**src/rtl/ppm_pkg.sv**
```systemverilog
// ppm_pkg: register map, field layout, modes and timing for the
// pulse/period measurement block.
// assumes a 250 MHz sys_clk and a 32-bit avalon-mm register bus.
package ppm_pkg;
  // ---------------------------------------------------------------
  // register offsets (byte addresses)
  // ---------------------------------------------------------------
  localparam logic [5:0] OFS_CTRL = 6'h00;
  localparam logic [5:0] OFS_TBSEL = 6'h04;
  localparam logic [5:0] OFS_LIMIT = 6'h08;
  localparam logic [5:0] OFS_STATUS = 6'h0c;
  localparam logic [5:0] OFS_COUNT = 6'h10;
  localparam logic [5:0] OFS_IRQ_STAT = 6'h14;
  localparam logic [5:0] OFS_IRQ_CLR = 6'h18;
  localparam logic [5:0] OFS_IRQ_EN = 6'h1c;
  // ---------------------------------------------------------------
  // control fields
  // ---------------------------------------------------------------
  localparam int CTRL_START_BIT = 0;
  localparam int CTRL_CASCADE_BIT = 1;
  localparam int CTRL_TYPE_LSB = 4;
  localparam logic [1:0] TYPE_RESET = 2'h2;
  localparam logic [31:0] TBSEL_RESET = 32'h0000_0000;
  localparam logic [31:0] TBSEL_INTERNAL = 32'h0098_9680;
  localparam logic [31:0] LIMIT_DEFAULT = 32'hffff_ffff;
  // ---------------------------------------------------------------
  // status fields and event bits
  // ---------------------------------------------------------------
  localparam int ST_BUSY = 0;
  localparam int ST_VALID = 1;
  localparam int ST_OVERFLOW = 2;
  localparam int ST_TIMEOUT = 3;
  localparam int ST_DONE = 4;
  localparam int NUM_EVT = 3;
  localparam int EVT_DONE = 0;
  localparam int EVT_OVERFLOW = 1;
  localparam int EVT_TIMEOUT = 2;
  // ---------------------------------------------------------------
  // counting limits and timing
  // ---------------------------------------------------------------
  localparam logic [31:0] MIN_VALID_COUNT = 32'h0000_0005;
  localparam logic [31:0] CASCADE_WEIGHT = 32'h0001_0000;
  localparam int LIMIT_RANGES = 4;
  localparam logic [31:0] LIMIT_TB_CYCLES = 32'h0004_0000;
  localparam int DEFAULT_LIMIT_S = 5;
  localparam longint CLK_HZ = 250000000;
  localparam longint DEFAULT_LIMIT_CYC = DEFAULT_LIMIT_S * CLK_HZ;
  // measurement type
  typedef enum logic [1:0] {
    MT_HIGH = 2'b00,
    MT_LOW = 2'b01,
    MT_RISE = 2'b10,
    MT_FALL = 2'b11
  } ppm_type_t;
  typedef enum logic [1:0] {
    PS_IDLE = 2'b00,
    PS_ARM = 2'b01,
    PS_COUNT = 2'b10,
    PS_DONE = 2'b11
  } ppm_state_t;
endpackage : ppm_pkg

```
**src/rtl/ppm_evt_if.sv**
```systemverilog
// ppm_evt_if: event pulses from the measurement core to the
// interrupt collector.
// assumes one clock domain.
`timescale 1ns/1ns
interface ppm_evt_if;
  logic [ppm_pkg::NUM_EVT-1:0] evt;
  logic [ppm_pkg::NUM_EVT-1:0] clr;
  logic [ppm_pkg::NUM_EVT-1:0] en;
  logic [ppm_pkg::NUM_EVT-1:0] stat;
  logic irq;
  modport src (output evt, output clr, output en, input stat, input irq);
  modport sink (input evt, input clr, input en, output stat, output irq);
endinterface : ppm_evt_if

```
**src/rtl/ppm_irq.sv**
```systemverilog
// ppm_irq: sticky event bits, enable gating, one level interrupt.
// assumes evt and clr are one-cycle pulses on sys_clk.
`timescale 1ns/1ns
module ppm_irq (
  // clock and reset
  input wire logic sys_clk,
  input wire logic rst_n,
  // events
  ppm_evt_if.sink ev
);
  // ---------------------------------------------------------------
  // sticky bits
  // ---------------------------------------------------------------
  logic [ppm_pkg::NUM_EVT-1:0] stat_q;
  for (genvar i = 0; i < ppm_pkg::NUM_EVT; i++) begin : g_bit
    always_ff @(posedge sys_clk) begin
      if (!rst_n) begin
        stat_q[i] <= 1'b0;
      end else if (ev.evt[i]) begin
        // set beats a clear in the same cycle
        stat_q[i] <= 1'b1;
      end else if (ev.clr[i]) begin
        stat_q[i] <= 1'b0;
      end
    end
  end
  assign ev.stat = stat_q;
  assign ev.irq = |(stat_q & ev.en);
endmodule : ppm_irq

```
**src/rtl/ppm_measure.sv**
```systemverilog
// ppm_measure: pulse-width and period measurement counter with an
// avalon-mm register slave and a level interrupt.
// assumes gate and timebase inputs are synchronous to sys_clk.
//
// What this block does
// - type 0 high width, 1 low width
// - type 2 rise period, 3 fall; default 2
// - count timebase ticks only while gated
// - timebase 0 or 10000000 selects internal tick
// - duration is count over timebase, always reported; the block reports only the raw count
// - cascaded count is upper shifted 16 plus lower
// - overflow at terminal count is a flag only
// - valid only without overflow or too-small count
// - limit -1 means five seconds or four ranges
// - no valid reading in time sets timeout flag; here only a wait limit that runs out before the stop edge does
// - count reads the live counter value
//
// Our own choices: the register addresses and the Avalon-MM interface to the registers.
`timescale 1ns/1ns
module ppm_measure #(
  parameter longint LIMIT_CYC = ppm_pkg::DEFAULT_LIMIT_CYC
) (
  // clock and reset
  input wire logic sys_clk,
  input wire logic rst_n,
  // avalon-mm slave
  input wire logic [5:0] avs_address,
  input wire logic avs_read,
  input wire logic avs_write,
  input wire logic [31:0] avs_writedata,
  input wire logic [3:0] avs_byteenable,
  output logic [31:0] avs_readdata,
  output logic avs_waitrequest,
  // measured signal and external timebase
  input wire logic measured_gate_input,
  input wire logic ext_timebase,
  // status outputs
  output logic counter_output_pin,
  output logic irq
);
  // ---------------------------------------------------------------
  // registers
  // ---------------------------------------------------------------
  logic start_q;
  logic cascade_q;
  ppm_pkg::ppm_type_t type_q;
  logic [31:0] tbsel_q;
  logic [31:0] limit_q;
  logic [2:0] en_q;
  logic [31:0] rdata_q;
  logic rvalid_q;
  ppm_pkg::ppm_state_t state_q;
  logic [31:0] count_q;
  logic valid_q;
  logic ovf_q;
  logic tmo_q;
  logic gate_q;
  logic ext_q;
  logic [39:0] wait_q;
  logic [2:0] evt_d;
  logic [2:0] clr_d;
  ppm_evt_if ev ();

  // ---------------------------------------------------------------
  // bus: writes take one cycle, reads answer one cycle later
  // ---------------------------------------------------------------
  logic wr_ctrl;
  assign wr_ctrl = avs_write && avs_address == ppm_pkg::OFS_CTRL &&
                   avs_byteenable[0];
  assign avs_waitrequest = avs_read && !rvalid_q;

  always_ff @(posedge sys_clk) begin
    if (!rst_n) begin
      start_q <= 1'b0;
      cascade_q <= 1'b0;
      type_q <= ppm_pkg::ppm_type_t'(ppm_pkg::TYPE_RESET);
      tbsel_q <= ppm_pkg::TBSEL_RESET;
      limit_q <= ppm_pkg::LIMIT_DEFAULT;
      en_q <= 3'h0;
    end else begin
      start_q <= wr_ctrl && avs_writedata[ppm_pkg::CTRL_START_BIT];
      if (wr_ctrl) begin
        cascade_q <= avs_writedata[ppm_pkg::CTRL_CASCADE_BIT];
        type_q <= ppm_pkg::ppm_type_t'(
          avs_writedata[ppm_pkg::CTRL_TYPE_LSB +: 2]);
      end
      if (avs_write && avs_address == ppm_pkg::OFS_TBSEL) begin
        tbsel_q <= avs_writedata;
      end
      if (avs_write && avs_address == ppm_pkg::OFS_LIMIT) begin
        limit_q <= avs_writedata;
      end
      if (avs_write && avs_address == ppm_pkg::OFS_IRQ_EN) begin
        en_q <= avs_writedata[2:0];
      end
    end
  end

  assign clr_d = (avs_write && avs_address == ppm_pkg::OFS_IRQ_CLR) ?
                 avs_writedata[2:0] : 3'h0;

  // ---------------------------------------------------------------
  // timebase tick and gate edges
  // ---------------------------------------------------------------
  logic int_tb;
  logic tick;
  logic rise;
  logic fall;
  logic gate_on;
  logic start_edge;
  logic stop_edge;
  // only the two documented settings mean internal
  assign int_tb = tbsel_q == 32'h0 ||
                  tbsel_q == ppm_pkg::TBSEL_INTERNAL;
  assign tick = int_tb ? 1'b1 : (ext_timebase && !ext_q);
  assign rise = measured_gate_input && !gate_q;
  assign fall = !measured_gate_input && gate_q;

  always_comb begin
    unique case (type_q)
      ppm_pkg::MT_HIGH: begin
        start_edge = rise;
        stop_edge = fall;
      end
      ppm_pkg::MT_LOW: begin
        start_edge = fall;
        stop_edge = rise;
      end
      ppm_pkg::MT_RISE: begin
        start_edge = rise;
        stop_edge = rise;
      end
      ppm_pkg::MT_FALL: begin
        start_edge = fall;
        stop_edge = fall;
      end
    endcase
  end
  // the window itself gates counting between its two edges
  assign gate_on = state_q == ppm_pkg::PS_COUNT;

  always_ff @(posedge sys_clk) begin
    if (!rst_n) begin
      gate_q <= 1'b0;
      ext_q <= 1'b0;
    end else begin
      gate_q <= measured_gate_input;
      ext_q <= ext_timebase;
    end
  end

  // ---------------------------------------------------------------
  // measurement sequence
  // ---------------------------------------------------------------
  logic [31:0] term;
  logic at_term;
  logic wait_hit;
  logic [39:0] wait_lim;
  logic [39:0] tb_lim;
  logic [39:0] dflt_lim;
  // 16-bit range alone, or two counters cascaded to 32 bits
  assign term = cascade_q ? 32'hffff_ffff :
                (ppm_pkg::CASCADE_WEIGHT - 32'h1);
  assign at_term = count_q == term;
  // four ranges in timebase ticks, capped by five seconds
  assign tb_lim = {8'h0, ppm_pkg::LIMIT_TB_CYCLES};
  assign dflt_lim = 40'(LIMIT_CYC);
  assign wait_lim = (limit_q == ppm_pkg::LIMIT_DEFAULT) ?
                    (tb_lim > dflt_lim ? dflt_lim : tb_lim) :
                    {8'h0, limit_q};
  assign wait_hit = wait_q >= wait_lim;

  always_ff @(posedge sys_clk) begin
    if (!rst_n) begin
      state_q <= ppm_pkg::PS_IDLE;
    end else if (start_q) begin
      state_q <= ppm_pkg::PS_ARM;
    end else begin
      unique case (state_q)
        ppm_pkg::PS_IDLE: state_q <= ppm_pkg::PS_IDLE;
        ppm_pkg::PS_ARM: begin
          if (wait_hit) state_q <= ppm_pkg::PS_DONE;
          else if (start_edge) state_q <= ppm_pkg::PS_COUNT;
        end
        ppm_pkg::PS_COUNT: begin
          if (stop_edge || wait_hit) begin
            state_q <= ppm_pkg::PS_DONE;
          end
        end
        ppm_pkg::PS_DONE: state_q <= ppm_pkg::PS_DONE;
      endcase
    end
  end

  // ---------------------------------------------------------------
  // counter, flags and wait timer
  // ---------------------------------------------------------------
  logic finish;
  assign finish = state_q != ppm_pkg::PS_DONE &&
                  state_q != ppm_pkg::PS_IDLE && !start_q &&
                  ((state_q == ppm_pkg::PS_COUNT && stop_edge) ||
                   wait_hit);

  always_ff @(posedge sys_clk) begin
    if (!rst_n) begin
      count_q <= 32'h0;
      ovf_q <= 1'b0;
    end else if (start_q) begin
      count_q <= 32'h0;
      ovf_q <= 1'b0;
    end else if (gate_on && tick && !stop_edge) begin
      // saturate at terminal count instead of wrapping
      if (at_term) begin
        ovf_q <= 1'b1;
      end else begin
        count_q <= count_q + 32'h1;
      end
    end
  end

  always_ff @(posedge sys_clk) begin
    if (!rst_n) begin
      wait_q <= 40'h0;
    end else if (start_q) begin
      wait_q <= 40'h0;
    end else if (state_q == ppm_pkg::PS_ARM ||
                 state_q == ppm_pkg::PS_COUNT) begin
      // external timebase only advances the wait on its ticks
      if (tick) wait_q <= wait_q + 40'h1;
    end
  end

  always_ff @(posedge sys_clk) begin
    if (!rst_n) begin
      valid_q <= 1'b0;
      tmo_q <= 1'b0;
    end else if (start_q) begin
      valid_q <= 1'b0;
      tmo_q <= 1'b0;
    end else if (finish) begin
      // too few counts is an underflow, not a reading
      valid_q <= !wait_hit && !ovf_q &&
                 count_q >= ppm_pkg::MIN_VALID_COUNT;
      tmo_q <= wait_hit;
    end
  end

  // ---------------------------------------------------------------
  // interrupts
  // ---------------------------------------------------------------
  assign evt_d[ppm_pkg::EVT_DONE] = finish;
  // same qualifiers as the flag, so event and flag never disagree
  assign evt_d[ppm_pkg::EVT_OVERFLOW] = gate_on && tick && at_term &&
                                        !stop_edge && !ovf_q &&
                                        !start_q;
  assign evt_d[ppm_pkg::EVT_TIMEOUT] = finish && wait_hit;
  assign ev.evt = evt_d;
  assign ev.clr = clr_d;
  assign ev.en = en_q;

  ppm_irq u_irq (
    .sys_clk(sys_clk),
    .rst_n(rst_n),
    .ev(ev)
  );
  assign irq = ev.irq;

  // ---------------------------------------------------------------
  // read path
  // ---------------------------------------------------------------
  logic [31:0] rmux;
  always_comb begin
    rmux = 32'h0;
    unique case (avs_address)
      ppm_pkg::OFS_CTRL: begin
        rmux[ppm_pkg::CTRL_CASCADE_BIT] = cascade_q;
        rmux[ppm_pkg::CTRL_TYPE_LSB +: 2] = type_q;
      end
      ppm_pkg::OFS_TBSEL: rmux = tbsel_q;
      ppm_pkg::OFS_LIMIT: rmux = limit_q;
      ppm_pkg::OFS_STATUS: begin
        rmux[ppm_pkg::ST_BUSY] = state_q == ppm_pkg::PS_ARM ||
                                 state_q == ppm_pkg::PS_COUNT;
        rmux[ppm_pkg::ST_VALID] = valid_q;
        rmux[ppm_pkg::ST_OVERFLOW] = ovf_q;
        rmux[ppm_pkg::ST_TIMEOUT] = tmo_q;
        rmux[ppm_pkg::ST_DONE] = state_q == ppm_pkg::PS_DONE;
      end
      // live value, readable whether valid or not
      ppm_pkg::OFS_COUNT: rmux = count_q;
      ppm_pkg::OFS_IRQ_STAT: rmux[2:0] = ev.stat;
      ppm_pkg::OFS_IRQ_EN: rmux[2:0] = en_q;
      default: rmux = 32'h0;
    endcase
  end

  always_ff @(posedge sys_clk) begin
    if (!rst_n) begin
      rdata_q <= 32'h0;
      rvalid_q <= 1'b0;
    end else begin
      rvalid_q <= avs_read && !rvalid_q;
      // capture once per read so the answer stands until the next one
      if (avs_read && !rvalid_q) rdata_q <= rmux;
    end
  end
  assign avs_readdata = rdata_q;

  always_ff @(posedge sys_clk) begin
    if (!rst_n) begin
      counter_output_pin <= 1'b0;
    end else begin
      counter_output_pin <= gate_on;
    end
  end
endmodule : ppm_measure

```
**config.mk**
```make
export PLATFORM = sky130hd
export DESIGN_NAME = ppm_measure
export DESIGN_NICKNAME = d
export VERILOG_FILES = /design/src/rtl/ppm_pkg.sv /design/src/rtl/ppm_evt_if.sv /design/src/rtl/ppm_irq.sv /design/src/rtl/ppm_measure.sv
export SDC_FILE = /design/constraint.sdc
export NUM_CORES = 1
export LEC_CHECK = 0
export ABC_AREA = 1
export BUFFER_PORTS_ARGS = -buffer_cell sky130_fd_sc_hd__buf_2
export CORE_MARGIN = 4
export CORE_UTILIZATION = 55
export DETAILED_ROUTE_END_ITERATION = 10
export PLACE_DENSITY_LB_ADDON = 0.25
export REMOVE_ABC_BUFFERS = 1
export SLEW_MARGIN = 20
export SYNTH_ARGS = -nofsm -noshare
export SYNTH_HDL_FRONTEND = slang
export SYNTH_HIERARCHICAL = 1
export SYNTH_SLANG_ARGS = --single-unit
```
**constraint.sdc**
```tcl
create_clock -name sys_clk -period 5.86 [get_ports sys_clk]
set_input_delay 1.172 -clock sys_clk [delete_from_list [all_inputs] [get_ports sys_clk]]
set_output_delay 1.172 -clock sys_clk [all_outputs]
set_load 0.01 [all_outputs]
```
==> results of run 1 <==
[tightest hold or removal path, cell delays in order, from the launching register on]
cell and delay [ns]:
sky130_fd_sc_hd__dfxtp_1 0.31, sky130_fd_sc_hd__nand2_1 0.06, sky130_fd_sc_hd__a21oi_1 0.05
[report_power, final]
part | total (uW) | internal, uW | leakage, uW | switching (uW)
registers | 1280 | 1280 | 0.00151 | 5.61
logic | 226 | 70.2 | 0.00301 | 155
clock network | 1180 | 629 | 0.000294 | 555
total | 2690 | 1980 | 0.00481 | 716
[sequential cells by signal, summed over array words and instances, names as in the netlist, 2 cells and up]
signal	flops
wait_q	40
avs_readdata	32
count_q	32
limit_q	32
tbsel_q	32
en_q	3
u_irq/ev.stat	3
state_q	2
type_q	2
[per-stage QoR]
stage	total power [uW]	std cells	util
final	2690	1899	0.621
after global routing	2790	1899	0.621
after CTS	2700	1899	0.621
after detailed placement	1530	1867	0.589
after global placement	1530	1867	0.589
after floorplan	1450	1517	-
[logic make-up after synthesis]
kind of cell,share of synthesized area
AO/OA/AOI/OAI,0.142
XOR/XNOR,0.0538
adder cells (fa/ha/maj),0.0496
buffers and inverters,0.0839
flip-flops,0.353
AND/OR/NAND/NOR,0.317
[worst paths after layout]
check,end,depth (start not counted)
worst max-delay path,state_q[0],17
worst min-delay path,avs_readdata[8],2
worst max register to register,state_q[0],17
worst min register to register,avs_readdata[8],2
[per-layer routing]
metal  up-vias  part of all wire  track usage
met2       385              0.48        0.496
met5         -                 0            0
met1      5058              0.41        0.390
met4         0             0.042        0.141
met3        75             0.071       0.0629
li1       5311                 -            -
[synth_stat cells]
| cell type | count | area (um2) |
|---|---|---|
| sky130_fd_sc_hd__nand2_1 | 447 | 1680 |
| sky130_fd_sc_hd__dfxtp_1 | 187 | 3740 |
| sky130_fd_sc_hd__a21oi_1 | 167 | 836 |
| sky130_fd_sc_hd__nor2_1 | 150 | 563 |
| sky130_fd_sc_hd__inv_1 | 146 | 548 |
| sky130_fd_sc_hd__o21ai_0 | 71 | 355 |
| sky130_fd_sc_hd__nand4_1 | 63 | 394 |
| sky130_fd_sc_hd__nand3_1 | 62 | 310 |
| sky130_fd_sc_hd__xor2_1 | 53 | 464 |
| sky130_fd_sc_hd__clkbuf_1 | 51 | 191 |
| sky130_fd_sc_hd__ha_1 | 42 | 526 |
| sky130_fd_sc_hd__nor3_1 | 36 | 180 |
| sky130_fd_sc_hd__nor4_1 | 18 | 113 |
| sky130_fd_sc_hd__buf_2 | 13 | 65.1 |
| sky130_fd_sc_hd__o221ai_1 | 12 | 105 |
| sky130_fd_sc_hd__xnor2_1 | 12 | 105 |
| sky130_fd_sc_hd__o211ai_1 | 10 | 75.1 |
| sky130_fd_sc_hd__inv_2 | 6 | 22.5 |
| sky130_fd_sc_hd__o22ai_1 | 6 | 37.5 |
| sky130_fd_sc_hd__buf_4 | 5 | 37.5 |
| sky130_fd_sc_hd__nor2_2 | 4 | 25.0 |
| sky130_fd_sc_hd__nor3_2 | 3 | 30.0 |
| sky130_fd_sc_hd__o21ai_1 | 3 | 15.0 |
| sky130_fd_sc_hd__a221oi_1 | 2 | 17.5 |
| sky130_fd_sc_hd__clkinv_1 | 2 | 7.51 |
| sky130_fd_sc_hd__nand2_2 | 2 | 12.5 |
| sky130_fd_sc_hd__nand3b_1 | 2 | 15.0 |
| sky130_fd_sc_hd__o21a_1 | 2 | 15.0 |
| sky130_fd_sc_hd__a211oi_1 | 1 | 7.51 |
| sky130_fd_sc_hd__a31oi_1 | 1 | 6.26 |
| sky130_fd_sc_hd__a32oi_1 | 1 | 8.76 |
| sky130_fd_sc_hd__a41oi_1 | 1 | 8.76 |
| sky130_fd_sc_hd__and3_1 | 1 | 6.26 |
| sky130_fd_sc_hd__buf_6 | 1 | 11.3 |
| sky130_fd_sc_hd__clkbuf_2 | 1 | 5.00 |
| sky130_fd_sc_hd__nand3_2 | 1 | 10.0 |
| sky130_fd_sc_hd__nor3b_1 | 1 | 7.51 |
| sky130_fd_sc_hd__nor4_2 | 1 | 12.5 |
| sky130_fd_sc_hd__o21bai_4 | 1 | 18.8 |
[final cells by class]
| cell class | instances | area [um2] |
|---|---|---|
| fill | 1795 | 7140 |
| multi-input combinational | 1176 | 5970 |
| sequential | 187 | 3740 |
| inverter | 154 | 578 |
| timing repair buffer | 90 | 478 |
| clock buffer | 19 | 453 |
| tap | 260 | 325 |
| clock inverter | 13 | 145 |
[cells in the final DEF (no fill, tap or decap), types with 2 or more instances in the layout]
cell	count
sky130_fd_sc_hd__nand2_1	447
sky130_fd_sc_hd__o21ai_1	3
sky130_fd_sc_hd__nand2_2	2
sky130_fd_sc_hd__inv_2	6
sky130_fd_sc_hd__xor2_1	53
sky130_fd_sc_hd__a221oi_1	2
sky130_fd_sc_hd__buf_2	79
sky130_fd_sc_hd__inv_1	145
sky130_fd_sc_hd__o22ai_1	6
sky130_fd_sc_hd__buf_4	11
sky130_fd_sc_hd__inv_6	5
sky130_fd_sc_hd__nor4_1	18
sky130_fd_sc_hd__nand3b_1	2
sky130_fd_sc_hd__a21oi_1	167
sky130_fd_sc_hd__clkinv_1	3
sky130_fd_sc_hd__nor2_2	6
sky130_fd_sc_hd__o21a_1	2
sky130_fd_sc_hd__clkbuf_8	2
sky130_fd_sc_hd__dfxtp_1	187
sky130_fd_sc_hd__nor3_1	36
sky130_fd_sc_hd__o21ai_0	71
sky130_fd_sc_hd__nand4_1	63
sky130_fd_sc_hd__inv_8	3
sky130_fd_sc_hd__nor2_1	147
sky130_fd_sc_hd__o221ai_1	12
sky130_fd_sc_hd__nor3_2	3
sky130_fd_sc_hd__xnor2_1	12
sky130_fd_sc_hd__o211ai_1	10
sky130_fd_sc_hd__clkbuf_16	17
sky130_fd_sc_hd__ha_1	42
sky130_fd_sc_hd__nand3_1	62
==> reports/metrics.json, run 1 <==
{
  "critical_path": {
    "crit_slowest_cell": "sky130_fd_sc_hd__nand2_1",
    "worst_path_most_repeated_cell": "sky130_fd_sc_hd__nand2_1",
    "worstPathArrival_ns": 4.06,
    "crit-reg2reg-launch": "limit_q[19]",
    "cp_data_required_time_ns": 6.16,
    "startpoint_type": "register",
    "crit_family": "simple AND/OR/NAND/NOR gates",
    "worstPathMaxFanout": 30,
    "startpoint": "limit_q[19]",
    "cp-end-kind": "register",
    "crit_path_cell_trace": "nand4_1 -> nor4_1 -> nand2_1 -> nand2_1 -> ha_1 -> nand2_1 -> inv_1 -> nand2_1 -> nand3_1 -> nor2_1 -> nand2_1 -> nor2_1 -> nand4_1 -> nand2_1 -> inv_1 -> nand2_1 -> a21oi_1",
    "cp.buffers_inverters": 2,
    "timing_worst_setup_path_type": "register to register",
    "setup.reg_to_reg.worst_slack_ns": 2.09,
    "crit_path_max_incr_delay_ns": 0.73
  },
  "global_routing": {
    "number_of_antenna_violations_at_the_first_check_in_global_routing": 0,
    "globalRouteOverflowTotal": 0,
    "groute.usage.overall": 0.305,
    "maximum_number_of_pins_on_one_net_before_global_route_repair": 72,
    "grt_pass1_vias": 10300,
    "first_pass_grt_wire_length_um": 53000
  },
  "hold_path": {
    "holdCritPathClass": "register to register",
    "hp-start": "avs_readdata[8]"
  },
  "clocking": {
    "post_cts_buffers": 0,
    "clkSlewWorstSetupHoldPaths_ns": 0.08,
    "cts_buffer_depth": 2,
    "root_buffer": "sky130_fd_sc_hd__clkbuf_16",
    "tritoncts.num_buffers": 17,
    "htree_levels": 4,
    "post_cts_hold_buffer_count": 0,
    "insertion_delay_ns": 0.44,
    "tritoncts": "built",
    "clock_sinks": 187,
    "cts_resized": 0
  },
  "pwr": {
    "power.density_cell_area_mw_per_mm2": 230,
    "static_leakage_uw": 0.00481,
    "vdd.ir_drop.worst_uv": 188
  },
  "floorplanning": {
    "floorplan.initialDensity": 0.562,
    "fp.coreArea_mm2": 0.0188,
    "die-area_mm2": 0.0215,
    "io-pin-count": 83,
    "rows": 50,
    "die_x_um": 147,
    "die-height_um": 147
  },
  "synthesis": {
    "post_synth.cell_area_avg_um2": 6.67,
    "ys.warnings.count": 6,
    "syn-instance-count": 1588,
    "netlist-cell-type-count": 39,
    "netlist_area_mm2": 0.0106,
    "ys_seq_elements": 187,
    "seq_area_frac_synth": 0.353
  },
  "sta": {
    "worst-slew-pin-transition_ns": 1.02,
    "fin_crit_ns": 3.77,
    "final_min_period_over_clock_period": 0.643,
    "fin_skew_ns": 0.0117,
    "max_clock_freq_mhz": 265,
    "final-hold-violation-count": 0,
    "timing.final.setup_violations": 0,
    "timing.setup.tns_ns": 0,
    "timing_max_transition_violations_final": 0,
    "hold_ws_ns": 0.464,
    "max_slew_margin": 0.319,
    "unrepaired_setup_endpoints_after_global_routing": "false",
    "final.setup.worst_slack_ns": 2.09
  },
  "detailed_routing": {
    "drt.antenna.violating_nets": 0,
    "viasPerCell": 5.70,
    "drt_pass1_iterations": 6,
    "detail_route.drc_violations": 0,
    "routed_wl_um": 32900,
    "wire_per_inst_um": 17.3,
    "detailedRoute.firstIterationViolations": 782,
    "vias": 10800
  },
  "final_layout": {
    "layout_cells_sized_above_1": 0.0872,
    "antenna_cells_inserted": 0,
    "finalInstanceArea_mm2": 0.0117,
    "layout-area-overhead-vs-synth_pct": 10.4,
    "layout.nets": 1716
  },
  "placement": {
    "dpl_worst_slack_ns": 2.19,
    "placement.io_buffers": 79,
    "detailed_place_hpwl_um": 24000,
    "detailed_place.area_mm2": 0.0111,
    "gp_congestion": 0.947
  },
  "status": {
    "run_status": "finished, final reports clean"
  },
  "flow_run": {
    "maxCapViolations": 0
  }
}
(Power assumes the default switching activity.)
==> run 2: changes to the inputs <==
==> constraint.sdc (replaced) <==
create_clock -name sys_clk -period 3.6 [get_ports sys_clk]
set_input_delay 0.72 -clock sys_clk [delete_from_list [all_inputs] [get_ports sys_clk]]
set_output_delay 0.72 -clock sys_clk [all_outputs]
set_load 0.01 [all_outputs]
==> run 2 against run 1 <==
Global-route usage is 0.44 points lower; cell area grew 0.55%; clock-buffer cell count shrank 1; worst hold slack got worse by 0.0012 ns; largest power group unchanged.
==> reports/metrics.json, run 2 (synthesis results as in run 1) <==
{
  "critical_path": {
    "cp-end-kind": {"value": "register", "change": "unchanged"},
    "cp_data_required_time": {"value": 3.99, "unit": "ns", "change": "was 6.16 ns"},
    "worstPathArrival": {"value": 3.65, "unit": "ns", "change": "was 4.06 ns"},
    "crit-reg2reg-launch": {"value": "limit_q[19]", "change": "unchanged"},
    "rr_worst_depth": {"value": 17, "change": "unchanged"},
    "timing_worst_setup_path_type": {"value": "register to register", "change": "unchanged"},
    "worstReg2RegEnd": {"value": "valid_q", "change": "was state_q[0]"},
    "worstPathMaxFanout": {"value": 19, "change": "was 30"},
    "setup.reg_to_reg.worst_slack": {"value": 0.33, "unit": "ns", "change": "was 2.09 ns"},
    "startpoint_type": {"value": "register", "change": "unchanged"}
  },
  "global_routing": {
    "grt_pass1_vias": {"value": 10200, "change": "was 10.3k"},
    "globalRouteOverflowTotal": {"value": 0, "change": "unchanged"},
    "number_of_antenna_violations_at_the_first_check_in_global_routing": {"value": 0, "change": "unchanged"},
    "first_pass_grt_wire_length": {"value": 52600, "unit": "um", "change": "was 53000 um"},
    "groute.usage.overall": {"value": 0.301, "change": "was 0.305"},
    "maximum_number_of_pins_on_one_net_before_global_route_repair": {"value": 62, "change": "was 72"}
  },
  "detailed_routing": {
    "m1WireLength": {"value": 13700, "unit": "um", "change": "was 13500 um"},
    "max_used_layer": {"value": "met4", "change": "unchanged"},
    "routed_wl": {"value": 32500, "unit": "um", "change": "was 32900 um"},
    "wl_met3": {"value": 2220, "unit": "um", "change": "was 2320 um"},
    "detail_route.drc_violations": {"value": 0, "change": "unchanged"},
    "drt.antenna.violating_nets": {"value": 0, "change": "unchanged"},
    "route.met2.wl": {"value": 15500, "unit": "um", "change": "was 15600 um"},
    "drt_pass1_iterations": {"value": 6, "change": "unchanged"},
    "vias": {"value": 10900, "change": "was 10.8k"},
    "viasPerCell": {"value": 5.73, "change": "was 5.70"},
    "wire_per_inst": {"value": 17.1, "unit": "um", "change": "was 17.3 um"},
    "detailedRoute.firstIterationViolations": {"value": 947, "change": "was 782"}
  },
  "pwr": {
    "net-switching-power": {"value": 1180, "unit": "uW", "change": "was 716 uW"},
    "sequential_share_of_power": {"value": 0.471, "change": "was 0.476"},
    "power.density_cell_area": {"value": 377, "unit": "mW/mm2", "change": "was 230 mW/mm2"},
    "power.share.clock": {"value": 0.444, "change": "was 0.440"},
    "sw_frac_of_total": {"value": 0.266, "change": "about the same"},
    "power": {"value": 4430, "unit": "uW", "change": "was 2690 uW"},
    "static_leakage": {"value": 0.00485, "unit": "uW", "change": "was 0.00481 uW"},
    "comb_pwr_share": {"value": 0.085, "change": "was 0.084"},
    "cellInternalPower": {"value": 3250, "unit": "uW", "change": "was 1980 uW"},
    "vdd.ir_drop.worst": {"value": 319, "unit": "uV", "change": "was 188 uV"}
  },
  "clocking": {
    "cts_resized": {"value": 0, "change": "unchanged"},
    "cts_buffer_depth": {"value": 2, "change": "unchanged"},
    "clock_sinks": {"value": 187, "change": "unchanged"},
    "post_cts_hold_buffer_count": {"value": 0, "change": "unchanged"},
    "htree_levels": {"value": 4, "change": "unchanged"},
    "root_buffer": {"value": "sky130_fd_sc_hd__clkbuf_16", "change": "unchanged"},
    "tritoncts": {"value": "built", "change": "unchanged"},
    "clkSlewWorstSetupHoldPaths": {"value": 0.08, "unit": "ns", "change": "about the same"},
    "insertion_delay": {"value": 0.45, "unit": "ns", "change": "was 0.44 ns"},
    "post_cts_buffers": {"value": 0, "change": "unchanged"},
    "tritoncts.num_buffers": {"value": 17, "change": "unchanged"}
  },
  "placement": {
    "placement.io_buffers": {"value": 79, "change": "unchanged"},
    "detailed_place_hpwl": {"value": 24100, "unit": "um", "change": "was 24000 um"},
    "placedCellCount": {"value": 1874, "change": "was 1867"},
    "gp_congestion": {"value": 0.954, "change": "was 0.947"}
  },
  "sta": {
    "final_min_period_over_clock_period": {"value": 0.907, "change": "was 0.643"},
    "unrepaired_setup_endpoints_after_global_routing": {"value": "false", "change": "unchanged"},
    "timing.final.setup_violations": {"value": 0, "change": "unchanged"},
    "timing.setup.tns": {"value": 0, "unit": "ns", "change": "unchanged"},
    "worst-slew-pin-transition": {"value": 0.967, "unit": "ns", "change": "was 1.02 ns"},
    "max_clock_freq": {"value": 306, "unit": "MHz", "change": "was 265 MHz"},
    "timing_max_transition_violations_final": {"value": 0, "change": "unchanged"},
    "max_slew_margin": {"value": 0.355, "change": "was 0.319"},
    "hold_ws": {"value": 0.463, "unit": "ns", "change": "was 0.464 ns"},
    "fin_skew": {"value": 0.0136, "unit": "ns", "change": "was 0.0117 ns"},
    "final-hold-violation-count": {"value": 0, "change": "unchanged"},
    "fin_crit": {"value": 3.27, "unit": "ns", "change": "was 3.77 ns"}
  },
  "flow_run": {
    "maxCapViolations": {"value": 0, "change": "unchanged"}
  },
  "hold_path": {
    "holdCritPathClass": {"value": "register to register", "change": "unchanged"},
    "hp-start": {"value": "avs_readdata[8]", "change": "unchanged"},
    "holdPathEnd": {"value": "avs_readdata[8]", "change": "unchanged"},
    "min_delay_path_depth": {"value": 2, "change": "unchanged"}
  },
  "final_layout": {
    "layout.cells.most_common_list": {"value": "sky130_fd_sc_hd__nand2_1, sky130_fd_sc_hd__dfxtp_1, sky130_fd_sc_hd__a21oi_1, sky130_fd_sc_hd__nor2_1, sky130_fd_sc_hd__inv_1", "change": "unchanged"},
    "layout-area-overhead-vs-synth": {"value": 11.0, "unit": "%", "change": "was 10.4%"},
    "layoutNonFillerInstCount": {"value": 1906, "change": "was 1899"},
    "layout.nets": {"value": 1723, "change": "was 1716"},
    "mostFrequentLayoutCell": {"value": "sky130_fd_sc_hd__nand2_1", "change": "unchanged"},
    "antenna_cells_inserted": {"value": 0, "change": "unchanged"},
    "final_core_util": {"value": 0.624, "change": "was 0.621"},
    "layout_cells_sized_above_1": {"value": 0.0905, "change": "was 0.0872"},
    "largest_reg_flops": {"value": 40, "change": "unchanged"},
    "largest_register": {"value": "wait_q", "change": "unchanged"}
  },
  "floorplanning": {
    "die_x": {"value": 147, "unit": "um", "change": "unchanged"},
    "die-height": {"value": 147, "unit": "um", "change": "unchanged"},
    "die-area": {"value": 0.0215, "unit": "mm2", "change": "unchanged"},
    "rows": {"value": 50, "change": "unchanged"},
    "fp.coreArea": {"value": 0.0188, "unit": "mm2", "change": "unchanged"},
    "floorplan.initialDensity": {"value": 0.562, "change": "unchanged"},
    "io-pin-count": {"value": 83, "change": "unchanged"}
  },
  "status": {
    "run_status": {"value": "finished, final reports clean", "change": "unchanged"}
  }
}
## run 2: cell count changes in the layout (fill, tap and decap cells not counted), sizes merged
cell    previous run  this run
buf               90        97
bufinv             1         2
clkbuf            19        18
clkinv             6         7
inv              159       158
## run 2: worst max-delay path by stage
stage / cells past startpoint / slack (ns) / endpoint / from
after floorplan: 7 / -0.33 / limit_q[1] / avs_address[1]
after global placement: 18 / 0.50 / u_irq/ev.stat[0] / limit_q[19]
after detailed placement: 17 / 0.50 / valid_q / limit_q[19]
after CTS: 17 / 0.45 / valid_q / limit_q[19]
after global routing: 17 / 0.16 / state_q[0] / limit_q[19]
final: 17 / 0.33 / valid_q / limit_q[19]
## run 2: metrics by stage
| step | area [um2] | setup WS (ns) |
|---|---|---|
| after global placement | 11100 | 0.500 |
| after detailed placement | 11100 | 0.499 |
| after CTS | 11800 | 0.455 |
| final | 11800 | 0.334 |
| after floorplan | 10300 | -0.333 |
| after global routing | 11800 | 0.163 |
## run 2: power groups by stage
| stage | clock [uW] | sequential (uW) | combinational, uW |
|---|---|---|---|
| final | 1970 | 2090 | 378 |
| after global routing | 2060 | 2090 | 421 |
| after CTS | 1980 | 2090 | 376 |
| after detailed placement | 0 | 2140 | 368 |
| after global placement | 0 | 2140 | 359 |
| after floorplan | 0 | 2140 | 224 |
## run 2: routing by layer
metal / vias to the layer above / global-route usage
met5: - / 0
met3: 87 / 0.0413
met2: 412 / 0.508
met1: 5077 / 0.393
li1: 5343 / -
met4: 0 / 0.111
## run 2: layout make-up
cell class              instances  area [um2]
well taps                     260         325
fillers                      1790        7070
flip-flops and latches        187        3740
multi-input cells            1176        5970
clock buffers                  18         429
inverters                     154         578
repair buffers                 97         531
clock inverters                14         180
## run 2: critical path, cell delays in order (launching register included)
cell	delay [ns]
sky130_fd_sc_hd__dfxtp_1	0.39
sky130_fd_sc_hd__nand4_1	0.16
sky130_fd_sc_hd__nor4_1	0.53
sky130_fd_sc_hd__nand2_1	0.16
sky130_fd_sc_hd__buf_4	0.24
sky130_fd_sc_hd__nand2_1	0.09
sky130_fd_sc_hd__ha_1	0.26
sky130_fd_sc_hd__a21oi_1	0.15
sky130_fd_sc_hd__nand2_1	0.10
sky130_fd_sc_hd__nand2_1	0.07
sky130_fd_sc_hd__nand2_1	0.04
sky130_fd_sc_hd__nand2_1	0.05
sky130_fd_sc_hd__nand2_1	0.05
sky130_fd_sc_hd__nor2_1	0.30
sky130_fd_sc_hd__nand3_1	0.20
sky130_fd_sc_hd__nand2_1	0.18
sky130_fd_sc_hd__nand3_1	0.09
sky130_fd_sc_hd__a21oi_1	0.13
